### config.mk
export PLATFORM = sky130hd
export DESIGN_NAME = set_byte_all_ones
export DESIGN_NICKNAME = d
export VERILOG_FILES = /design/src/hw/set_ones_pkg.sv /design/src/hw/quarter_phase_gen.sv /design/src/hw/set_byte_all_ones.sv
export SDC_FILE = /design/constraint.sdc
export NUM_CORES = 1
export LEC_CHECK = 0
export BUFFER_PORTS_ARGS = -buffer_cell sky130_fd_sc_hd__buf_4
export CAP_MARGIN = 20
export CORE_MARGIN = 4
export CORE_UTILIZATION = 49
export CTS_BUF_LIST = sky130_fd_sc_hd__clkbuf_16
export DETAILED_ROUTE_END_ITERATION = 8
export GPL_TIMING_DRIVEN = 0
export PLACE_DENSITY = 0.76
export SYNTH_ARGS = -nofsm -noshare
export SYNTH_HDL_FRONTEND = slang
export SYNTH_HIERARCHICAL = 1
export SYNTH_SLANG_ARGS = --single-unit
### constraint.sdc
create_clock -name clk -period 6 [get_ports clk]
set_clock_uncertainty 0.15 [all_clocks]
set_input_delay 0.3 -clock clk [delete_from_list [all_inputs] [get_ports clk]]
set_output_delay 0.3 -clock clk [all_outputs]
set_load 0.02 [all_outputs]
### src/hw/set_ones_pkg.sv
package set_ones_pkg;

    // Instruction word layout
    localparam int          INSTR_W      = 16;
    localparam int          OFFSET_W     = 8;
    localparam int          ADDR_W       = 12;
    localparam int          DATA_W       = 8;
    localparam logic [7:0]  OPCODE_HI    = 8'h68;   // 0110 1000
    localparam logic [7:0]  OFFSET_MAX   = 8'h5F;   // 95
    localparam logic [7:0]  FILL_VALUE   = 8'hFF;
    localparam logic [4:0]  STATUS_RST   = 5'h00;
    localparam logic [ADDR_W-1:0] PTR_RST = 12'h000;

    // Quarter phase enumeration
    typedef enum logic [1:0] {
        PH_Q1,
        PH_Q2,
        PH_Q3,
        PH_Q4
    } phase_e;

    // Data memory write request
    typedef struct packed {
        logic              we;
        logic [ADDR_W-1:0] addr;
        logic [DATA_W-1:0] data;
    } mem_wr_s;

endpackage : set_ones_pkg

### src/hw/quarter_phase_gen.sv
`timescale 1ns/1ps
`default_nettype none

// Four-phase sequencer; each clock is one quarter of an instruction cycle
module quarter_phase_gen
    import set_ones_pkg::*;
(
    // Clock and reset
    input  wire logic clk,
    input  wire logic rst_n,
    // Phase output
    output phase_e    phase
);

    typedef struct packed {
        phase_e ph;
    } qp_state_s;

    qp_state_s st_q;
    qp_state_s st_d;

    // Advance phase every clock, wrapping Q4 to Q1
    always_comb begin
        st_d = st_q;
        unique case (st_q.ph)
            PH_Q1: st_d.ph = PH_Q2;
            PH_Q2: st_d.ph = PH_Q3;
            PH_Q3: st_d.ph = PH_Q4;
            PH_Q4: st_d.ph = PH_Q1;
        endcase
    end

    always_ff @(posedge clk or negedge rst_n) begin
        if (!rst_n) begin
            st_q <= '{ph: PH_Q1};
        end else begin
            st_q <= st_d;
        end
    end

    assign phase = st_q.ph;

endmodule : quarter_phase_gen
`default_nettype wire

### src/hw/set_byte_all_ones.sv
`timescale 1ns/1ps
`default_nettype none

module set_byte_all_ones
    import set_ones_pkg::*;
(
    // Clock and reset
    input  wire logic              clk,
    input  wire logic              rst_n,
    // Instruction fetch
    input  wire logic              instr_valid,
    input  wire logic [INSTR_W-1:0] instr_word,
    // Core state
    input  wire logic [ADDR_W-1:0] indirect_pointer_two,
    input  wire logic [4:0]        status_in,
    // Data memory write
    output mem_wr_s                mem_wr,
    // Status and results
    output logic [4:0]             status_out,
    output logic                   instr_done,
    output logic                   offset_fault
);

    typedef struct packed {
        logic              hit;
        logic [7:0]        offset;
        logic [ADDR_W-1:0] addr;
        logic [DATA_W-1:0] data;
        mem_wr_s           wr;
        logic [4:0]        status;
        logic              done;
        logic              fault;
    } core_state_s;

    core_state_s st_q;
    core_state_s st_d;
    phase_e      phase;

    // Zero-extend the offset, then add to pointer
    function automatic logic [ADDR_W-1:0] target_addr(input logic [ADDR_W-1:0] ptr,
                                                     input logic [7:0]        k);
        target_addr = ptr + {{(ADDR_W-8){1'b0}}, k};
    endfunction : target_addr

    // Opcode match on the upper byte of a program word
    function automatic logic is_set_ones(input logic [INSTR_W-1:0] w);
        is_set_ones = (w[15:8] == OPCODE_HI);
    endfunction : is_set_ones

    // Offset inside the accepted literal range
    function automatic logic offset_ok(input logic [7:0] k);
        offset_ok = (k <= OFFSET_MAX);
    endfunction : offset_ok

    quarter_phase_gen u_phase (
        .clk   (clk),
        .rst_n (rst_n),
        .phase (phase)
    );

    // One instruction per four-phase cycle
    always_comb begin
        st_d      = st_q;
        st_d.done = 1'b0;
        st_d.wr.we = 1'b0;
        st_d.status = status_in;
        unique case (phase)
            PH_Q1: begin
                // Decode the single program word
                st_d.hit   = instr_valid && is_set_ones(instr_word);
                st_d.fault = 1'b0;
            end
            PH_Q2: begin
                st_d.offset = instr_word[7:0];
                if (st_q.hit && !offset_ok(instr_word[7:0])) begin
                    st_d.hit   = 1'b0;
                    st_d.fault = 1'b1;
                end
            end
            PH_Q3: begin
                st_d.addr = target_addr(indirect_pointer_two, st_q.offset);
                st_d.data = FILL_VALUE;
            end
            PH_Q4: begin
                st_d.wr.we   = st_q.hit;
                st_d.wr.addr = st_q.addr;
                st_d.wr.data = st_q.data;
                st_d.done    = st_q.hit;
            end
        endcase
    end

    always_ff @(posedge clk or negedge rst_n) begin
        if (!rst_n) begin
            st_q <= '{hit: 1'b0, offset: 8'h00, addr: PTR_RST, data: 8'h00,
                      wr: '{we: 1'b0, addr: PTR_RST, data: 8'h00},
                      status: STATUS_RST, done: 1'b0, fault: 1'b0};
        end else begin
            st_q <= st_d;
        end
    end

    assign mem_wr       = st_q.wr;
    assign status_out   = st_q.status;
    assign instr_done   = st_q.done;
    assign offset_fault = st_q.fault;
endmodule : set_byte_all_ones
`default_nettype wire

Word level (Yosys, flattened, before mapping)
Cells that the tools add are included.
{"block": "word_totals", "regBits": 45, "inputBits": 36, "word_cells": 31, "out_inout_bits": 28}
{"block": "op_classes", "eq_ne": 5, "reduce_logical": 6, "mux": 7, "add_sub_neg": 1, "order_cmp": 1}
{"cell": "2-to-1 mux 21 bit", "n": 1}
{"cell": "adder 12 x 8 -> 12 bit", "n": 1}
{"cell": "== test 8 x 7 -> 1 bit, second input constant", "n": 1}
{"cell": "<= comparator 8 x 7 -> 1 bit, second input constant", "n": 1}
{"cell": "one-hot mux 2 bit (4 select lines)", "n": 1}
{"cell": "== test 2 bit, second input constant", "n": 2}
{"cell": "one-hot mux 1 bit (2 select lines)", "n": 2}
{"cell": "2-to-1 mux 1 bit", "n": 3}
{"cell": "== test 2 x 1 -> 1 bit, second input constant", "n": 1}
{"cell": "logical AND 1 bit", "n": 2}
{"cell": "zero test 2 bit", "n": 1}
{"cell": "inequality test 2 bit, second input constant", "n": 1}
{"cell": "AND reduction 2 bit", "n": 1}
{"cell": "nonzero test 2 bit", "n": 1}
{"cell": "zero test 1 bit", "n": 1}

Longest topological paths before layout
Gate-level depths: netlist of run 1.
{"block": "depth", "ltp_word": 5, "mapped_depth": 7, "depth_no_buf": 7}

Modules after synthesis
The synthesis of run 1 kept the hierarchy.
{"mod": "set_byte_all_ones", "area_each_um2": 2197.1, "seq_area_each_um2": 1051.0, "instances": 1, "cells_each": 197}
{"mod": "quarter_phase_gen", "area_each_um2": 88.8, "seq_area_each_um2": 50.0, "instances": 1, "cells_each": 7}

Worst setup path after synthesis of run 1
No wires, ideal clock.
{"block": "synth_timing", "path_type": "reg-to-reg", "start": "register st_q[48] (netlist name)", "end": "register st_q[42] (netlist name)", "slack_ns": 3.962, "period_less_slack_ns": 2.038, "t_arrival_ns": 1.756, "n_path_buf": 0, "path_stages_with_launch": 8, "t_required_ns": 5.719, "setup_ns": 0.131, "path_cell_list": "dfrtp_1 > ha_1 > fa_1 > a211oi_2 > o21bai_1 > a21oi_1 > xor2_1 > o21ai_1"}
{"block": "synth_via", "elab_chain_len": 1}
{"element": "start: declaration", "line_no": "set_byte_all_ones.sv:35", "source": "core_state_s st_q;"}
{"element": "start signal: assignment", "line_no": "set_byte_all_ones.sv:95", "source": "st_q <= '{hit: 1'b0, offset: 8'h00, addr: PTR_RST, data: 8'h00,"}
{"element": "start signal: assignment", "line_no": "set_byte_all_ones.sv:99", "source": "st_q <= st_d;"}
{"element": "adder 12 x 8 -> 12 bit", "line_no": "set_byte_all_ones.sv:42", "source": "target_addr = ptr + {{(ADDR_W-8){1'b0}}, k};"}
Every way passes these cells.
A chain may end at the register's enable or synchronous reset.

Worst setup path after layout of run 1
Same ends and word-level chain as after synthesis.

==> reports/qor.yml, run 1 <==
sta:
  fin_crit_sh_pct: 39.1
  fin_crit_ns: 2.34
  timing_hold_violations_final: 0
  worst_slew_pin_slew_ns: 0.546
  fmax_mhz: 427
  setup-violations-final: 0
  setup_tns_ns: 0
  slew_headroom_pct: 63.6
  slew_violations: 0
  rsz0062_at_grt: "no"
placed_design:
  io_buffers: 63
  place_congestion: 0.839
  place_area_sq_um: 2820
  placed_cells: 319
  dpl.hpwl_um: 3350
global_routing:
  antenna_found_initial: 0
  grt_max_degree: 45
  grt_pass1_vias: 1715
  grt.overflow.total: 0
  grt_pass1_wl_um: 8000
  grtUsageTotal_pct: 16.9
clock_network:
  cts_buffers: 5
  htreeDepth: 2
  post_cts_buffers: 0
  cts_buffer_depth: 2
  cts_tree: "yes"
  cts_root_buffer: "clkbuf_16"
  clock_sinks: 44
  clkTransAtPathRegs_ns: 0.06
  clk_latency_ns: 0.28
detailed_routing:
  first_iter_violations: 92
  firstDrtPassIters: 4
  drc_errors: 0
  vias: 1681
  ant_nets: 0
  drt_wl_total_um: 4550
  via_per_inst: 5.05
  wl_per_cell_um: 13.7
outcome:
  status: "completed"
finish:
  num-fill-cells: 348
  synthToLayoutAreaGrowth_pct: 33.7
  layout.cells.non_filler: 333
  layout.nets: 327
  final_util_pct: 68.8
  drive_above_1_share_pct: 44.1
  layout_commonest_cell: "buf_4"
  final_cell_mix: "buf_4 (89), dfrtp_1 (44), nand2_1 (21)"
  n_antenna_cell: 0
  stdcell_area_sq_um: 3060
yosys:
  async_flop_share_pct: 100
  synth.cell_area_sq_um: 2290
  ys_warn_count: 6
  yosysSeqAreaShare_pct: 48.2
  avgSynthCellArea_sq_um: 11.2
  synth-edff-count: 0
  synthFlopType: "dfrtp_1"
  synth-seq-cells: 44
  synth.distinct_cells: 44
  synth_nets: 251
  synth_cells: 204
power:
  switching_power_mw: 0.205
  power.internal_mw: 0.613
  leakagePower_nw: 1.47
  power_frac_comb_pct: 20.1
  p_per_area_nw_per_um2: 268
  seqPwrFrac_pct: 41.9
  max-vdd-ir-drop_uv: 154
  swShare_pct: 25.0
  clock_power_share_pct: 38.0
floorplanning:
  die_height_um: 76.3
  start_util_pct: 51.4
  fp.dieW_um: 76.3
  dieArea_sq_um: 5820
  rows: 24
  num_io_pins: 64
  core_area_sq_um: 4440
critical_path:
  worstPathMaxFanout: 3
  cp.required_ns: 6.00
  reg2reg_slack_ns: 3.66
  startpoint_type: "flop"
  cp-end-kind: "flop"
  worstPathArrival_ns: 2.35
  worstReg2RegStart: "st_q[48]$_DFFE_PN0P_"
  crit_type: "reg2reg"
  ff2ff_path_depth: 7
  rr_endpoint: "st_q[42]$_DFFE_PN0N_"
min_path:
  holdPathEnd: "st_q[50]$_DFFE_PN0P_"
  min_from: "instr_word[2]"
  min_path_cells: 2
  hold_class: "in2reg"
job:
  drv_cap: 0
metal layers:
layer	track usage, %	vias to the layer above	routed length (um)
met5	0	-	0
met4	4.35	0	51
met3	5.79	6	381
met2	28.8	62	2200
met1	20.3	775	1910
li1	-	838	-
kinds of logic after synthesis:
family	after synthesis	synth area share, %
xor gates and xnor gates	7	2.68
DFF	44	48.2
buffers and inverters	36	10.6
AOI/OAI and AO/OA	38	11.5
muxes	22	10.8
adders and majority gates	11	6.35
and+or+nand+nor	46	9.91
worst max-delay path: stages, from the launching register on:
cell and delay (ns):
dfrtp_1 0.38, ha_1 0.22, fa_1 0.44, a211oi_2 0.33
o21bai_1 0.15, a21oi_1 0.25, xor2_1 0.22, o21ai_1 0.08
worst max-delay path by stage:
stage | end | startpoint | slack (ns) | cells past startpoint
after floorplan | st_q[42]$_DFFE_PN0N_ | st_q[48]$_DFFE_PN0P_ | 3.96 | 7
after global placement | st_q[42]$_DFFE_PN0N_ | indirect_pointer_two[0] | 3.76 | 8
after detailed placement | st_q[42]$_DFFE_PN0N_ | indirect_pointer_two[0] | 3.70 | 8
after CTS | st_q[42]$_DFFE_PN0N_ | st_q[48]$_DFFE_PN0P_ | 3.63 | 7
after global routing | st_q[42]$_DFFE_PN0N_ | st_q[48]$_DFFE_PN0P_ | 3.56 | 7
final | st_q[42]$_DFFE_PN0N_ | st_q[48]$_DFFE_PN0P_ | 3.66 | 7
cell usage after synthesis, types with 3 or more instances:
cell | n | area [sq um]
o21ai_1 | 7 | 35.0
inv_1 | 5 | 18.8
o21ai_0 | 5 | 25.0
mux2_2 | 18 | 203
dfrtp_1 | 44 | 1100
a21oi_1 | 7 | 35.0
nand2_1 | 21 | 78.8
nand4_1 | 3 | 18.8
nand2b_1 | 3 | 18.8
xor2_1 | 5 | 43.8
buf_4 | 26 | 195
mux2_1 | 3 | 33.8
ha_1 | 10 | 125
nor2_1 | 8 | 30.0
power groups by stage:
stage | clock network (mW) | registers, mW | logic (mW)
3_5_place_dp | 0 | 0.348 | 0.160
5_1_grt | 0.333 | 0.346 | 0.181
3_3_place_gp | 0 | 0.347 | 0.156
2_1_floorplan | 0 | 0.343 | 0.102
4_1_cts | 0.317 | 0.343 | 0.166
6_report | 0.311 | 0.343 | 0.164
through the flow:
stage | power [mW] | hold WS (ns) | setup slack [ns]
floorplan | 0.445 | -0.146 | 3.96
global placement | 0.503 | 0.171 | 3.76
detailed placement | 0.509 | 0.178 | 3.70
CTS | 0.826 | 0.0909 | 3.63
global route | 0.860 | 0.100 | 3.56
finish | 0.818 | 0.0935 | 3.66
what timing repair did:
action,in CTS,in global routing
gates resized for setup,0,0
hold buffers,6,0
endpoints found under the hold margin,49,0
endpoints found under the setup margin,0,0
final cells by class:
class,instances,area [sq um],share of cell area [%]
Sequential cell,44,1100,36.0
Multi-Input combinational cell,124,942,30.8
Timing Repair Buffer,69,533,17.4
Buffer,31,224,7.33
Clock buffer,5,125,4.10
Tap cell,52,65.1,2.13
Clock inverter,3,46.3,1.52
Inverter,5,18.8,0.614
registers in the layout, summed over array words and instances (netlist names):
signal / flops
st_q: 22
mem_wr: 13
status_out: 5
u_phase/phase: 2
instr_done: 1
offset_fault: 1
Note: power is estimated with default switching activity, not from simulation.
==> run 2, diff against run 1 <==
ABC_AREA = 1   (was default)
CORE_UTILIZATION = 47   (was 49)
PLACE_DENSITY = 0.75   (was 0.76)
clock period = 2.1 ns   (was 6 ns; I/O delays follow)
==> run 2 against run 1 <==
Die area up 7.4%. Sequential share of layout area decreased by 2.3 points. Sequential power rose to 2.8 times the previous value. Synthesized cell count up 37%. Critical endpoint is now st_q[44]$_DFFE_PN0N_. Combinational power increased to 2.9 times the previous value. Via count grew 20%.
==> reports/qor.yml, run 2 <==
detailed_routing:
  firstDrtPassIters: 4  # unchanged
  drt_wl_total_um: 4980  # was 4550 um
  vias: 2019  # was 1,681
  ant_nets: 0  # unchanged
  wl_per_cell_um: 11.5  # was 13.7 um
  drc_errors: 0  # unchanged
  via_per_inst: 4.65  # was 5.05
  first_iter_violations: 57  # was 92
finish:
  layout.nets: 415  # was 327
  seq_area_sq_um: 1100  # unchanged
  largest_register: "st_q"  # unchanged
  drive_above_1_share_pct: 31.1  # was 44.1%
  layout.cells.non_filler: 434  # was 333
  synthToLayoutAreaGrowth_pct: 37.6  # was 33.7%
  multiInputGateArea_sq_um: 941  # was 942 sq um
  num-fill-cells: 422  # was 348
  layout_commonest_cell: "nand2_1"  # was buf_4
  largest_reg_flops: 22  # unchanged
  final_cell_mix: "nand2_1 (90), buf_4 (89), dfrtp_1 (44)"  # was buf_4 (89), dfrtp_1 (44), nand2_1 (21)
  n_antenna_cell: 0  # unchanged
clock_network:
  htreeDepth: 2  # unchanged
  clock_sinks: 44  # unchanged
  cts.repair.resized: 0  # unchanged
  cts_tree: "yes"  # unchanged
  cts_buffers: 5  # unchanged
  cts_root_buffer: "clkbuf_16"  # unchanged
  clk_latency_ns: 0.28  # about the same
  clkTransAtPathRegs_ns: 0.06  # about the same
  cts_buffer_depth: 2  # unchanged
sta:
  rsz0062_at_grt: "no"  # unchanged
  setup_tns_ns: 0  # unchanged
  fin_crit_sh_pct: 89.8  # was 39.1%
  setup-violations-final: 0  # unchanged
  slew_violations: 0  # unchanged
  fin_crit_ns: 1.89  # was 2.34 ns
  slew_headroom_pct: 63.1  # was 63.6%
  fmax_mhz: 530  # was 427 MHz
  timing_hold_violations_final: 0  # unchanged
  worst_slew_pin_slew_ns: 0.554  # was 0.546 ns
global_routing:
  grt_pass1_vias: 2092  # was 1,715
  grtUsageTotal_pct: 17.7  # was 16.9%
  grt_max_degree: 45  # unchanged
  grt.overflow.total: 0  # unchanged
  antenna_found_initial: 0  # unchanged
  grt_pass1_wl_um: 8810  # was 8000 um
critical_path:
  crit_family: "adder cells"  # was compound AO/OA/AOI/OAI gates
  ff2ff_path_depth: 8  # was 7
  cp-end-kind: "flop"  # unchanged
  slowest_delay_ns: 0.46  # was 0.44 ns
  critical_path.cell_chain: "ha_1 -> fa_1 -> nand2_1 -> nand3_1 -> nand3_1 -> nand3b_1 -> nand3_1 -> o21ai_0"  # was ha_1 -> fa_1 -> a211oi_2 -> o21bai_1 -> a21oi_1 -> xor2_1 -> o21ai_1
  startpoint_type: "flop"  # unchanged
  worst_path_max_delay_cell: "fa_1"  # unchanged
  cpMostUsedCell: "nand3_1"
  worstPathMaxFanout: 4  # was 3
  rr_endpoint: "st_q[44]$_DFFE_PN0N_"  # was st_q[42]$_DFFE_PN0N_
  critPathBufInv: 0  # unchanged
  cp.required_ns: 2.11  # was 6.00 ns
  worstReg2RegStart: "st_q[48]$_DFFE_PN0P_"  # unchanged
  crit_type: "reg2reg"  # unchanged
  reg2reg_slack_ns: 0.21  # was 3.66 ns
  worstPathArrival_ns: 1.90  # was 2.35 ns
yosys:
  synth_top_area_share_pct: 46.4  # was 48.2%
  synth_area_leaders: "dfrtp_1 (46%), nand2_1 (14%), buf_4 (8.2%)"  # was dfrtp_1 (48%), mux2_2 (8.9%), buf_4 (8.5%)
  synthFlopType: "dfrtp_1"  # unchanged
  synth-seq-cells: 44  # unchanged
  yosysSeqAreaShare_pct: 46.4  # was 48.2%
  synth_top_cells_by_count: "nand2_1 (90), dfrtp_1 (44), inv_1 (28)"  # was dfrtp_1 (44), buf_4 (26), nand2_1 (21)
  synth_most_common_cell: "nand2_1"  # was dfrtp_1
  synth_nets: 327  # was 251
  yosys.area.top_type: "dfrtp_1"  # unchanged
  avgSynthCellArea_sq_um: 8.48  # was 11.2 sq um
  ys_warn_count: 6  # unchanged
  async_flop_share_pct: 100  # unchanged
  synth_cells: 280  # was 204
  synth-edff-count: 0  # unchanged
  synth.cell_area_sq_um: 2370  # was 2290 sq um
  synth.distinct_cells: 26  # was 44
power:
  max-vdd-ir-drop_uv: 448  # was 154 uV
  power.total_mw: 2.28  # was 0.818 mW
  leakagePower_nw: 1.73  # was 1.47 nW
  p_per_area_nw_per_um2: 698  # was 268 nW/um^2
min_path:
  min_path_cells: 4  # was 2
  holdPathEnd: "st_q[36]$_DFFE_PN0N_"  # was st_q[50]$_DFFE_PN0P_
  hold_class: "in2reg"  # unchanged
  min_from: "indirect_pointer_two[0]"  # was instr_word[2]
placed_design:
  dpl.hpwl_um: 3650  # was 3350 um
  io_buffers: 63  # unchanged
  place_congestion: 0.907  # was 0.839
  placed_cells: 410  # was 319
floorplanning:
  die_height_um: 79.1  # was 76.3 um
  dieArea_sq_um: 6250  # was 5820 sq um
  core_area_sq_um: 4820  # was 4440 sq um
  num_io_pins: 64  # unchanged
  rows: 25  # was 24
  start_util_pct: 49.3  # was 51.4%
  fp.dieW_um: 79.1  # was 76.3 um
job:
  drv_cap: 0  # unchanged
outcome:
  status: "completed"  # unchanged
## run 2: cell types whose count changed after synthesis, sizes merged, moves of 3 or more
cell,previous run,this run
nor2,8,13
o21ai,12,17
a211oi,3,0
a21oi,8,2
inv,5,30
mux2,21,8
nand2,21,93
nand2b,3,0
nand3,1,19
## run 2: tightest hold or removal path, delay by kind of cell
family / cells / cell delay [ns]
adder cells (fa/ha/maj): 1 / 0.12
buffers and inverters: 1 / 0.08
AO/OA/AOI/OAI: 1 / 0.06
AND/OR/NAND/NOR: 1 / 0.04
## run 2: layout make-up
class                   count  area share [%]
plain buffers              30            6.74
well taps                  67            2.57
flip-flops and latches     44            33.7
multi-input cells         176            28.8
inverters                  30            3.45
repair buffers             81            20.0
clock buffers               5            3.83
clock inverters             1           0.919
## run 2: worst max path at each step
stage / from / end / slack (ns) / cells after the start
floorplan: st_q[48]$_DFFE_PN0P_ / st_q[44]$_DFFE_PN0N_ / 0.38 / 8
global placement: st_q[48]$_DFFE_PN0P_ / st_q[44]$_DFFE_PN0N_ / 0.25 / 8
detailed placement: st_q[48]$_DFFE_PN0P_ / st_q[44]$_DFFE_PN0N_ / 0.23 / 8
CTS: st_q[48]$_DFFE_PN0P_ / st_q[44]$_DFFE_PN0N_ / 0.20 / 8
global route: st_q[48]$_DFFE_PN0P_ / st_q[44]$_DFFE_PN0N_ / 0.09 / 8
finish: st_q[48]$_DFFE_PN0P_ / st_q[44]$_DFFE_PN0N_ / 0.21 / 8
## run 2: cell families (layout without fill, tap and decap cells)
family / Yosys count / after routing / share of synthesized area, %
DFF: 44 / 44 / 46.4
adders and majority gates: 11 / 11 / 6.11
muxes: 8 / 8 / 3.79
AOI/OAI and AO/OA: 21 / 21 / 4.64
and+or+nand+nor: 132 / 132 / 23.6
buffers and inverters: 60 / 147 / 14.0
xor gates and xnor gates: 4 / 4 / 1.48
## run 2: timing repair
action / CTS / global route
setup buffers: 0 / 0
hold buffers: 18 / 0
hold endpoints to repair: 61 / 0
## run 2: power breakdown
group	total [mW]	internal, mW	switching [mW]
sequential	0.968	0.931	0.0369
combinational	0.471	0.247	0.224
clock	0.841	0.547	0.294
## run 2: metrics by stage
stage | area [sq um] | util (%) | setup slack, ns | hold slack (ns)
finish | 3270 | 67.8 | 0.214 | 0.0176
global route | 3270 | 67.8 | 0.0906 | 0.0739
CTS | 3270 | 67.8 | 0.204 | 0.0158
detailed placement | 2930 | 60.9 | 0.229 | -0.0148
global placement | 2930 | 60.9 | 0.253 | -0.0209
floorplan | 2370 | - | 0.381 | -0.341
## run 2: metal layers
metal | up-vias | wire length, um | GRT usage, %
met2 | 64 | 2530 | 31.8
met5 | - | 0 | 0
met1 | 905 | 2040 | 20.4
li1 | 1039 | - | -
met3 | 11 | 308 | 4.08
met4 | 0 | 101 | 6.36
==> run 3, diff against run 2 <==
clock period = 1.5 ns   (was 2.1 ns; I/O delays follow)
==> run 3 against run 2 <==
The run now ends with negative hold slack, negative setup slack left. Register-to-register slack worse by 0.48 ns. Count of clock-buffer cells in the layout stayed put. Combinational power up 72%. Flip-flop and latch count is the same. Sequential share of layout area shrank 3.4 points. Non-clock buffer count grew 18. First-iteration DRC count is 140% higher. Utilization grew 7.6 points.
==> reports/qor.yml, run 3 (same netlist as run 2, synthesis figures left out) <==
sta:
  setup_ws_ns: -0.262  # was 0.214 ns
  slew_violations: 0  # unchanged
  setup_tns_ns: -1.73  # was 0 ns
  timing_hold_violations_final: 2  # was 0
  hold_slack_ns: -0.0132  # was 0.0176 ns
  fin_crit_sh_pct: 117  # was 89.8%
  rsz0062_at_grt: "yes"  # was no
  fmax_mhz: 567  # was 530 MHz
  worst_slew_pin_slew_ns: 0.539  # was 0.554 ns
  fin_crit_ns: 1.76  # was 1.89 ns
  slew_headroom_pct: 64.1  # was 63.1%
  setup-violations-final: 10  # was 0
placed_design:
  dpl.hpwl_um: 3790  # was 3650 um
  place_congestion: 0.834  # was 0.907
  post-place-ws_ns: -0.266  # was 0.229 ns
  io_buffers: 63  # unchanged
critical_path:
  worstPathArrival_ns: 1.83  # was 1.90 ns
  startpoint_type: "flop"  # unchanged
  cp-end-kind: "flop"  # unchanged
  critPathBufInv: 1  # was 0
  worstReg2RegStart: "st_q[48]$_DFFE_PN0P_"  # unchanged
  reg2reg_slack_ns: -0.26  # was 0.21 ns
  crit_family: "adder cells"  # unchanged
  crit_end: "st_q[42]$_DFFE_PN0N_"  # was st_q[44]$_DFFE_PN0N_
  critical_path.cell_chain: "ha_4 -> fa_2 -> buf_4 -> nand2_1 -> nand3_2 -> a21oi_1 -> o21ai_1 -> nand2_1"  # was ha_1 -> fa_1 -> nand2_1 -> nand3_1 -> nand3_1 -> nand3b_1 -> nand3_1 -> o21ai_0
  rr_endpoint: "st_q[42]$_DFFE_PN0N_"  # was st_q[44]$_DFFE_PN0N_
  ff2ff_path_depth: 8  # unchanged
  path_depth: 8  # unchanged
  cp.required_ns: 1.57  # was 2.11 ns
  startpoint: "st_q[48]$_DFFE_PN0P_"  # unchanged
  cpMostUsedCell: "nand2_1"  # was nand3_1
  slowest_delay_ns: 0.42  # was 0.46 ns
  worstPathMaxFanout: 3  # was 4
  worst_path_max_delay_cell: "dfrtp_1"  # was fa_1
  crit_type: "reg2reg"  # unchanged
outcome:
  status: "complete, but fails checks"  # was completed
  violations: "negative hold slack, negative setup slack"
min_path:
  hold_class: "in2reg"  # unchanged
job:
  drv_cap: 0  # unchanged
power:
  max-vdd-ir-drop_uv: 496  # was 448 uV
  power.total_mw: 3.41  # was 2.28 mW
  leakagePower_nw: 1.84  # was 1.73 nW
  p_per_area_nw_per_um2: 937  # was 698 nW/um^2
floorplanning:
  rows: 25  # unchanged
  core_area_sq_um: 4820  # unchanged
  die_height_um: 79.1  # unchanged
  start_util_pct: 49.3  # unchanged
  fp.dieW_um: 79.1  # unchanged
  num_io_pins: 64  # unchanged
  dieArea_sq_um: 6250  # unchanged
global_routing:
  grt_pass1_vias: 2309  # was 2,092
  grt.overflow.total: 0  # unchanged
  grt_pass1_wl_um: 10100  # was 8810 um
  antenna_found_initial: 0  # unchanged
  grt_max_degree: 45  # unchanged
  grtUsageTotal_pct: 20.7  # was 17.7%
detailed_routing:
  first_iter_violations: 135  # was 57
  firstDrtPassIters: 4  # unchanged
  via_per_inst: 4.74  # was 4.65
  drc_errors: 0  # unchanged
  drt_wl_total_um: 5920  # was 4980 um
  ant_nets: 0  # unchanged
  vias: 2151  # was 2,019
  wl_per_cell_um: 13.0  # was 11.5 um
finish:
  layout_commonest_cell: "buf_4"  # was nand2_1
  largest_register: "st_q"  # unchanged
  drive_above_1_share_pct: 43.2  # was 31.1%
  layout.nets: 433  # was 415
  largest_reg_flops: 22  # unchanged
  synthToLayoutAreaGrowth_pct: 53.0  # was 37.6%
  final_cell_mix: "buf_4 (101), nand2_1 (77), dfrtp_1 (44)"  # was nand2_1 (90), buf_4 (89), dfrtp_1 (44)
  multiInputGateArea_sq_um: 1140  # was 941 sq um
  n_antenna_cell: 0  # unchanged
  num-fill-cells: 352  # was 422
  seq_area_sq_um: 1100  # unchanged
clock_network:
  htreeDepth: 2  # unchanged
  cts_buffers: 5  # unchanged
  clkTransAtPathRegs_ns: 0.06  # about the same
  cts_root_buffer: "clkbuf_16"  # unchanged
  clock_sinks: 44  # unchanged
  cts_tree: "yes"  # unchanged
  cts_buffer_depth: 2  # unchanged
  clk_latency_ns: 0.28  # about the same
## run 3: power by group
| group | switching (mW) | leakage [nW] | total [mW] | internal, mW |
|---|---|---|---|---|
| Combinational | 0.375 | 1.24 | 0.809 | 0.434 |
| Sequential | 0.0610 | 0.512 | 1.36 | 1.30 |
| Clock | 0.450 | 0.0814 | 1.23 | 0.782 |
## run 3: stage by stage
step           area [sq um]  util [%]  cells  hold slack [ns]
2_1_floorplan          2390         -    280           -0.371
3_3_place_gp           2950      61.2    410          -0.0547
3_5_place_dp           2950      61.2    410          -0.0496
4_1_cts                3580      74.3    453          -0.0121
5_1_grt                3630      75.4    454        0.0000893
6_report               3630      75.4    454          -0.0132
## run 3: worst reg2reg max path: stages, from the launching register on
cell     delay (ns)
dfrtp_1        0.42
ha_4           0.19
fa_2           0.36
buf_4          0.17
nand2_1        0.09
nand3_2        0.07
a21oi_1        0.12
o21ai_1        0.07
nand2_1        0.06
## run 3: final cells by class
cell class / instances / share of cell area [%]
Sequential cell: 44 / 30.3
Clock buffer: 5 / 3.44
Buffer: 30 / 6.10
Multi-Input combinational cell: 176 / 31.5
Tap cell: 67 / 2.31
Clock inverter: 3 / 1.17
Inverter: 30 / 3.10
Timing Repair Buffer: 99 / 22.1
## run 3: worst min-delay path by stage
| stage | from | endpoint | slack (ns) | depth (start not counted) |
|---|---|---|---|---|
| 3_3_place_gp | rst_n | mem_wr[12]$_DFFE_PN0N_ | -0.05 | 1 |
| 6_report | indirect_pointer_two[0] | st_q[36]$_DFFE_PN0N_ | -0.01 | 4 |
| 4_1_cts | indirect_pointer_two[0] | st_q[36]$_DFFE_PN0N_ | -0.01 | 4 |
| 3_5_place_dp | rst_n | mem_wr[12]$_DFFE_PN0N_ | -0.05 | 1 |
| 2_1_floorplan | rst_n | instr_done$_DFF_PN0_ | -0.37 | 0 |
| 5_1_grt | indirect_pointer_two[0] | st_q[36]$_DFFE_PN0N_ | 0.00009 | 4 |
## run 3: routing by layer
layer	share of wire [%]	vias up	track usage, %
met5	0	-	0
met4	2.2	0	9.62
met3	4.7	13	4.08
met2	52	72	37.5
met1	41	1000	23.4
li1	-	1066	-
## run 3: repair_timing
action,CTS,global route
setup buffers,11,1
hold buffers,24,0
pin swaps,10,7
hold endpoints to repair,63,0
resized for setup,27,16
endpoints found under the setup margin,8,18
